**src/verilog/ldodc_params.svh**
```systemverilog
// register offsets, field positions and reset values of the regulator control block
`ifndef LDODC_PARAMS_SVH
`define LDODC_PARAMS_SVH

`define LDODC_ADDR_W          8
`define LDODC_DATA_W          8
`define LDODC_OFS_CTRL        8'hC9
`define LDODC_OFS_IRQ_EN      8'hE7
`define LDODC_OFS_IRQ_PRIO    8'hF7
`define LDODC_OFS_IRQ_STAT    8'hD0
`define LDODC_OFS_IRQ_CLR     8'hD1
`define LDODC_OFS_IRQ_IEN     8'hD2
`define LDODC_BIT_OFF         7
`define LDODC_BIT_RSVD        6
`define LDODC_BIT_LEVEL       4
`define LDODC_BIT_DROP        0
`define LDODC_BIT_DROP_IRQ    0
`define LDODC_BIT_STAT_SET    0
`define LDODC_BIT_STAT_CLR    1
`define LDODC_RST_OFF         1'b0
`define LDODC_RST_LEVEL       1'b1
`define LDODC_RST_IRQ_EN      8'h00
`define LDODC_RST_IRQ_PRIO    8'h00

`endif

```
**src/verilog/ldodc_pkg.sv**
```systemverilog
// types shared by the regulator control block
package ldodc_pkg;

  typedef struct packed {
    logic off;
    logic level;
  } ldodc_reg_ctrl_s;

  typedef struct packed {
    logic [7:0] addr;
    logic [7:0] wdata;
    logic       wr;
    logic       rd;
  } ldodc_bus_req_s;

endpackage : ldodc_pkg

```
**src/verilog/ldodc_top.sv**
```systemverilog
// regulator control, dropout status and dropout interrupt logic
`timescale 1ns/10ps
`include "ldodc_params.svh"

// Summary of operation
// - output level is chosen by one control bit: 2.1 V or 2.6 V
// - regulator comes up enabled after reset; software may switch it off
// - dropout request raised while enabled and supply is below threshold
// - dropout request has no pending flag; it follows the condition directly
// - dropout status bit clears by hardware when the dropout ends
// - level select: 0 gives 2.1 V, 1 gives 2.6 V; resets to 1
// - status bit reads 1 while in or near dropout, else 0
// - off bit: 0 keeps regulator on, 1 switches it off; resets to 0
module ldodc_top
  import ldodc_pkg::*;
(
  input  wire logic       core_clk_i,
  input  wire logic       nrst_i,
  input  wire logic       clk_en_i,
  input  wire logic [7:0] bus_addr_i,
  input  wire logic [7:0] bus_wdata_i,
  input  wire logic       bus_wr_i,
  input  wire logic       bus_rd_i,
  output logic      [7:0] bus_rdata_o,
  input  wire logic       supply_drop_i,
  output logic            regulator_off_o,
  output logic            output_level_select_o,
  output logic            drop_irq_o,
  output logic            drop_irq_prio_o,
  output logic            irq_o
);

  ////////////////////////////////////////////////////////////////////////////
  ldodc_bus_req_s  req;
  ldodc_reg_ctrl_s ctrl_q;
  logic [7:0]      irq_en_q;
  logic [7:0]      irq_prio_q;
  logic [2:0]      drop_sync_q;
  logic            drop_q;
  logic            drop_irq_q;
  logic [1:0]      stat_q;
  logic [1:0]      ien_q;
  logic            irq_q;
  logic [7:0]      rdata_q;
  logic [7:0]      rdata_d;
  logic            drop_prev_q;

  assign req = '{addr: bus_addr_i, wdata: bus_wdata_i, wr: bus_wr_i, rd: bus_rd_i};

  function automatic logic hit(input logic [7:0] a, input logic [7:0] ofs);
    hit = (a == ofs);
  endfunction : hit

  ////////////////////////////////////////////////////////////////////////////
  // control register
  always_ff @(posedge core_clk_i or negedge nrst_i) begin
    if (!nrst_i) begin
      ctrl_q.off   <= `LDODC_RST_OFF;
      ctrl_q.level <= `LDODC_RST_LEVEL;
    end else if (clk_en_i && req.wr && hit(req.addr, `LDODC_OFS_CTRL)) begin
      ctrl_q.off   <= req.wdata[`LDODC_BIT_OFF];
      ctrl_q.level <= req.wdata[`LDODC_BIT_LEVEL];
    end
  end

  // interrupt enable and priority registers (bit 0 only)
  always_ff @(posedge core_clk_i or negedge nrst_i) begin
    if (!nrst_i) begin
      irq_en_q   <= `LDODC_RST_IRQ_EN;
      irq_prio_q <= `LDODC_RST_IRQ_PRIO;
    end else if (clk_en_i && req.wr) begin
      if (hit(req.addr, `LDODC_OFS_IRQ_EN)) begin
        irq_en_q <= {7'h00, req.wdata[`LDODC_BIT_DROP_IRQ]};
      end
      if (hit(req.addr, `LDODC_OFS_IRQ_PRIO)) begin
        irq_prio_q <= {7'h00, req.wdata[`LDODC_BIT_DROP_IRQ]};
      end
    end
  end

  ////////////////////////////////////////////////////////////////////////////
  // dropout input: three flops, change accepted when stages 2 and 3 agree
  always_ff @(posedge core_clk_i or negedge nrst_i) begin
    if (!nrst_i) begin
      drop_sync_q <= 3'h0;
      drop_q      <= 1'b0;
    end else if (clk_en_i) begin
      drop_sync_q <= {drop_sync_q[1:0], supply_drop_i};
      if (drop_sync_q[2] == drop_sync_q[1]) begin
        drop_q <= drop_sync_q[2];
      end
    end
  end

  // level request, no latch
  always_ff @(posedge core_clk_i or negedge nrst_i) begin
    if (!nrst_i) begin
      drop_irq_q <= 1'b0;
    end else if (clk_en_i) begin
      drop_irq_q <= drop_q & irq_en_q[`LDODC_BIT_DROP_IRQ];
    end
  end

  ////////////////////////////////////////////////////////////////////////////
  // sticky status: bit0 dropout entered, bit1 dropout ended; set beats clear
  always_ff @(posedge core_clk_i or negedge nrst_i) begin
    if (!nrst_i) begin
      drop_prev_q <= 1'b0;
      stat_q      <= 2'h0;
      ien_q       <= 2'h0;
    end else if (clk_en_i) begin
      drop_prev_q <= drop_q;
      if (req.wr && hit(req.addr, `LDODC_OFS_IRQ_IEN)) begin
        ien_q <= req.wdata[1:0];
      end
      stat_q <= (stat_q & ~((req.wr && hit(req.addr, `LDODC_OFS_IRQ_CLR)) ?
                            req.wdata[1:0] : 2'h0))
                | {drop_prev_q & ~drop_q, drop_q & ~drop_prev_q};
    end
  end

  always_ff @(posedge core_clk_i or negedge nrst_i) begin
    if (!nrst_i) begin
      irq_q <= 1'b0;
    end else if (clk_en_i) begin
      irq_q <= |(stat_q & ien_q);
    end
  end

  ////////////////////////////////////////////////////////////////////////////
  // read port, data one cycle after the strobe
  always_comb begin
    rdata_d = 8'h00;
    unique case (1'b1)
      hit(req.addr, `LDODC_OFS_CTRL): begin
        rdata_d[`LDODC_BIT_OFF]   = ctrl_q.off;
        rdata_d[`LDODC_BIT_RSVD]  = 1'b1;
        rdata_d[`LDODC_BIT_LEVEL] = ctrl_q.level;
        rdata_d[`LDODC_BIT_DROP]  = drop_q;
      end
      hit(req.addr, `LDODC_OFS_IRQ_EN):   rdata_d = irq_en_q;
      hit(req.addr, `LDODC_OFS_IRQ_PRIO): rdata_d = irq_prio_q;
      hit(req.addr, `LDODC_OFS_IRQ_STAT): rdata_d = {6'h00, stat_q};
      hit(req.addr, `LDODC_OFS_IRQ_IEN):  rdata_d = {6'h00, ien_q};
      default:                            rdata_d = 8'h00;
    endcase
  end

  always_ff @(posedge core_clk_i or negedge nrst_i) begin
    if (!nrst_i) begin
      rdata_q <= 8'h00;
    end else if (clk_en_i) begin
      rdata_q <= req.rd ? rdata_d : 8'h00;
    end
  end

  assign bus_rdata_o           = rdata_q;
  assign regulator_off_o       = ctrl_q.off;
  assign output_level_select_o = ctrl_q.level;
  assign drop_irq_o            = drop_irq_q;
  assign drop_irq_prio_o       = irq_prio_q[`LDODC_BIT_DROP_IRQ];
  assign irq_o                 = irq_q;
endmodule : ldodc_top

```
**config.mk**
```make
export PLATFORM = sky130hd
export DESIGN_NAME = ldodc_top
export DESIGN_NICKNAME = d
export VERILOG_FILES = /design/src/verilog/ldodc_pkg.sv /design/src/verilog/ldodc_top.sv
export VERILOG_INCLUDE_DIRS = /design/src /design/src/verilog
export SDC_FILE = /design/constraint.sdc
export NUM_CORES = 1
export LEC_CHECK = 0
export BUFFER_PORTS_ARGS = -buffer_cell sky130_fd_sc_hd__buf_2
export CAP_MARGIN = 20
export CORE_MARGIN = 2
export CORE_UTILIZATION = 47
export DETAILED_ROUTE_END_ITERATION = 8
export MAX_ROUTING_LAYER = met4
export PLACE_DENSITY = 0.78
export RECOVER_POWER = 50
export SYNTH_ARGS = -nofsm -noshare
export SYNTH_HDL_FRONTEND = slang
export SYNTH_SLANG_ARGS = --single-unit
```
**constraint.sdc**
```tcl
create_clock -name core_clk_i -period 1.6 [get_ports core_clk_i]
set_clock_uncertainty 0.05 [all_clocks]
set_input_delay 0.32 -clock core_clk_i [delete_from_list [all_inputs] [get_ports core_clk_i]]
set_output_delay 0.32 -clock core_clk_i [all_outputs]
set_load 0.02 [all_outputs]
```
==> results_dict.tcl <==
set metrics [dict create \
    netlist_top_cells_area "dfrtp_1 50%, mux2_2 7.1%, o21ai_0 3.7%" \
    cp_data_required_time_ns 1.74 \
    port_buffers 27 \
    post-place-ws_ns -0.120 \
    initial_core_util_pct 49.2 \
    drtPass1Iterations 4 \
    status "completed" \
    hpwl_um 1640 \
    synth_top_cells_by_count "19 x dfrtp_1, 8 x nand2_1, 7 x o21ai_0, 6 x mux2_2" \
    grt_pass1_wl_um 3510 \
    dpl_cell_area_mm2 0.00120 \
    yosys.cell_count.top_type "dfrtp_1" \
    cts_max_level 1 \
    cts-hold-fix-buffers 1 \
    dp.cells 151 \
    critPathKind "input pin to flip-flop" \
    crit_family "simple AND/OR/NAND/NOR gates" \
    fillCellCount 177 \
    vdd_drop_max_mv 0.594 \
    hold_viol 0 \
    die_w_um 49.1 \
    period_minus_slack_ns 1.40 \
    drc 0 \
    yosysWarnings 0 \
    post_cts_buffers 0 \
    power.density_mw_per_mm2 795 \
    netlist.area_leader.share_pct 49.8 \
    n_antenna_cell 0 \
    post-route-util_pct 63.8 \
    yosys.area.top_type "dfrtp_1" \
    synth.distinct_cells 30 \
    leakagePower_nw 0.630 \
    hold-worst-slack_ns 0.196 \
    min_path_type "input pin to flip-flop" \
    syn_to_final_growth_pct 29.8 \
    overflow 0 \
    slew_violations 0 \
    yosysSeqAreaShare_pct 52.6 \
    ys_ff_latch 20 \
    die_h_um 49.1 \
    nets 152 \
    async_reset_ff_share_pct 100 \
    grt_setup_unrepaired "false" \
    wire_per_inst_um 13.0 \
    setup_viol 0 \
    fin_total_pwr_mw 0.985 \
    cp_max_fo 2 \
    final_area_mm2 0.00124 \
    syn_area_um2 955 \
    regToRegSetupSlack_ns 0.35 \
    met2_length_um 993 \
    met3_length_um 64 \
    cts_tree "yes" \
    drive_above_1_share_pct 44.2 \
    multi_input_area_um2 419 \
    routed_via_density 5.14 \
    wl_um 2040 \
    antenna_left 0 \
    clk_transition_reported_paths_ns 0.10 \
    avgSynthCellArea_um2 11.1 \
    die_area_mm2 0.00241 \
    io_pins 35 \
    cts_buffers 3 \
    gp_congestion 0.847 \
    seq_area_um2 502 \
    ys.flop_type "dfrtp_1" \
    track_usage_pct 19.1 \
    fmax_mhz 713 \
    clockBufferDepth 2 \
    num_vias 802 \
    wl_met1_um 938 \
    core_area_mm2 0.00194 \
    crit_buf_inv 1 \
    cpPeakStageDelay_ns 0.51 \
    arrival_ns 1.55 \
    fin_crit_sh_pct 87.7 \
    stdcell_count 156 \
    routed.top_layer "met4" \
    root_buffer "clkbuf_4" \
    drt_iter0_markers 12 \
    grt_max_degree 21 \
    netlist_instances 86 \
    worst_setup_path_start_kind "input pin" \
    cp_cell_sequence "buf_2 > and2b_2 > nand3_2 > or4b_4 > mux2_4" \
    endpoint_kind "flip-flop" \
    tns_ns 0 \
    clock_latency_ns 0.30 \
    crit_slowest_cell "or4b_4" \
    rows 16 \
    max-cap-violations 0 \
    antenna_found_initial 0 \
    clock_sink_count 20 \
    synth-edff-count 0 \
    grt_pass1_vias 863 \
    setup_ws_ns 0.197 \
    cts_resized 0 \
]
## worst reg2reg max path: cells and delay by family (launching register included)
family	cells	cell delay, ns
compound gates	2	0.33
flops	1	0.41
mux	1	0.27
simple gates	1	0.09
## report_power, final
part	internal (mW)	switching, mW	total, mW
registers	0.546	0.0358	0.582
logic	0.0797	0.0824	0.162
clock network	0.0972	0.144	0.241
## cell families after synthesis
family          count (synthesis)  synth area share, %
other cells                     1                0.393
simple gates                   29                 17.4
flops                          20                 52.6
buf+inv                         8                 4.32
compound gates                 17                 11.5
mux                            11                 13.8
## worst paths after layout
kind                                             from                                 to  depth (start not counted)
setup reg to reg              irq_en_q[0]$_DFFE_PN0P_         bus_rdata_o[0]$_DFFE_PN0P_                          4
min in group asynchronous                      nrst_i               ien_q[1]$_DFFE_PN0P_                          2
max in group asynchronous                      nrst_i  output_level_select_o$_DFFE_PN1P_                          2
hold reg to reg            bus_rdata_o[6]$_DFFE_PN0P_         bus_rdata_o[6]$_DFFE_PN0P_                          1
setup / recovery                        bus_addr_i[3]               ien_q[1]$_DFFE_PN0P_                          5
hold / removal                         bus_wdata_i[7]        regulator_off_o$_DFFE_PN0P_                          2
## sequential cells by signal, indices dropped and copies added (netlist names)
register / flops
bus_rdata_o: 5
drop_sync_q: 3
ien_q: 2
stat_q: 2
drop_irq_o: 1
drop_prev_q: 1
drop_q: 1
irq_en_q: 1
irq_o: 1
irq_prio_q: 1
output_level_select_o: 1
regulator_off_o: 1
## final cells by class
cell class	count	area share, %
clock buffer	4	2.12
inverter	4	1.21
timing repair buffer	41	19.6
multi-input combinational	60	33.8
tap	27	2.73
sequential	20	40.5
## metal layers
| metal | GRT usage [%] | up-vias |
|---|---|---|
| met5 | - | - |
| met3 | 2.15 | 5 |
| met2 | 30.9 | 20 |
| met1 | 24.1 | 384 |
| li1 | - | 393 |
| met4 | 8.57 | 0 |
## cells in the final DEF (no fill, tap or decap), types with 3 or more instances in the layout
cell and n:
buf_2 26, dfrtp_1 19, buf_4 13, nand2_1 8, o21ai_0 7, mux2_2 6
nand3_1 4, nor3_1 4, nor2_1 3, mux2_1 3, inv_1 3, a21oi_1 3
a22o_1 3, conb_1 3, clkbuf_4 3
Note: power is estimated with default switching activity, not from simulation.
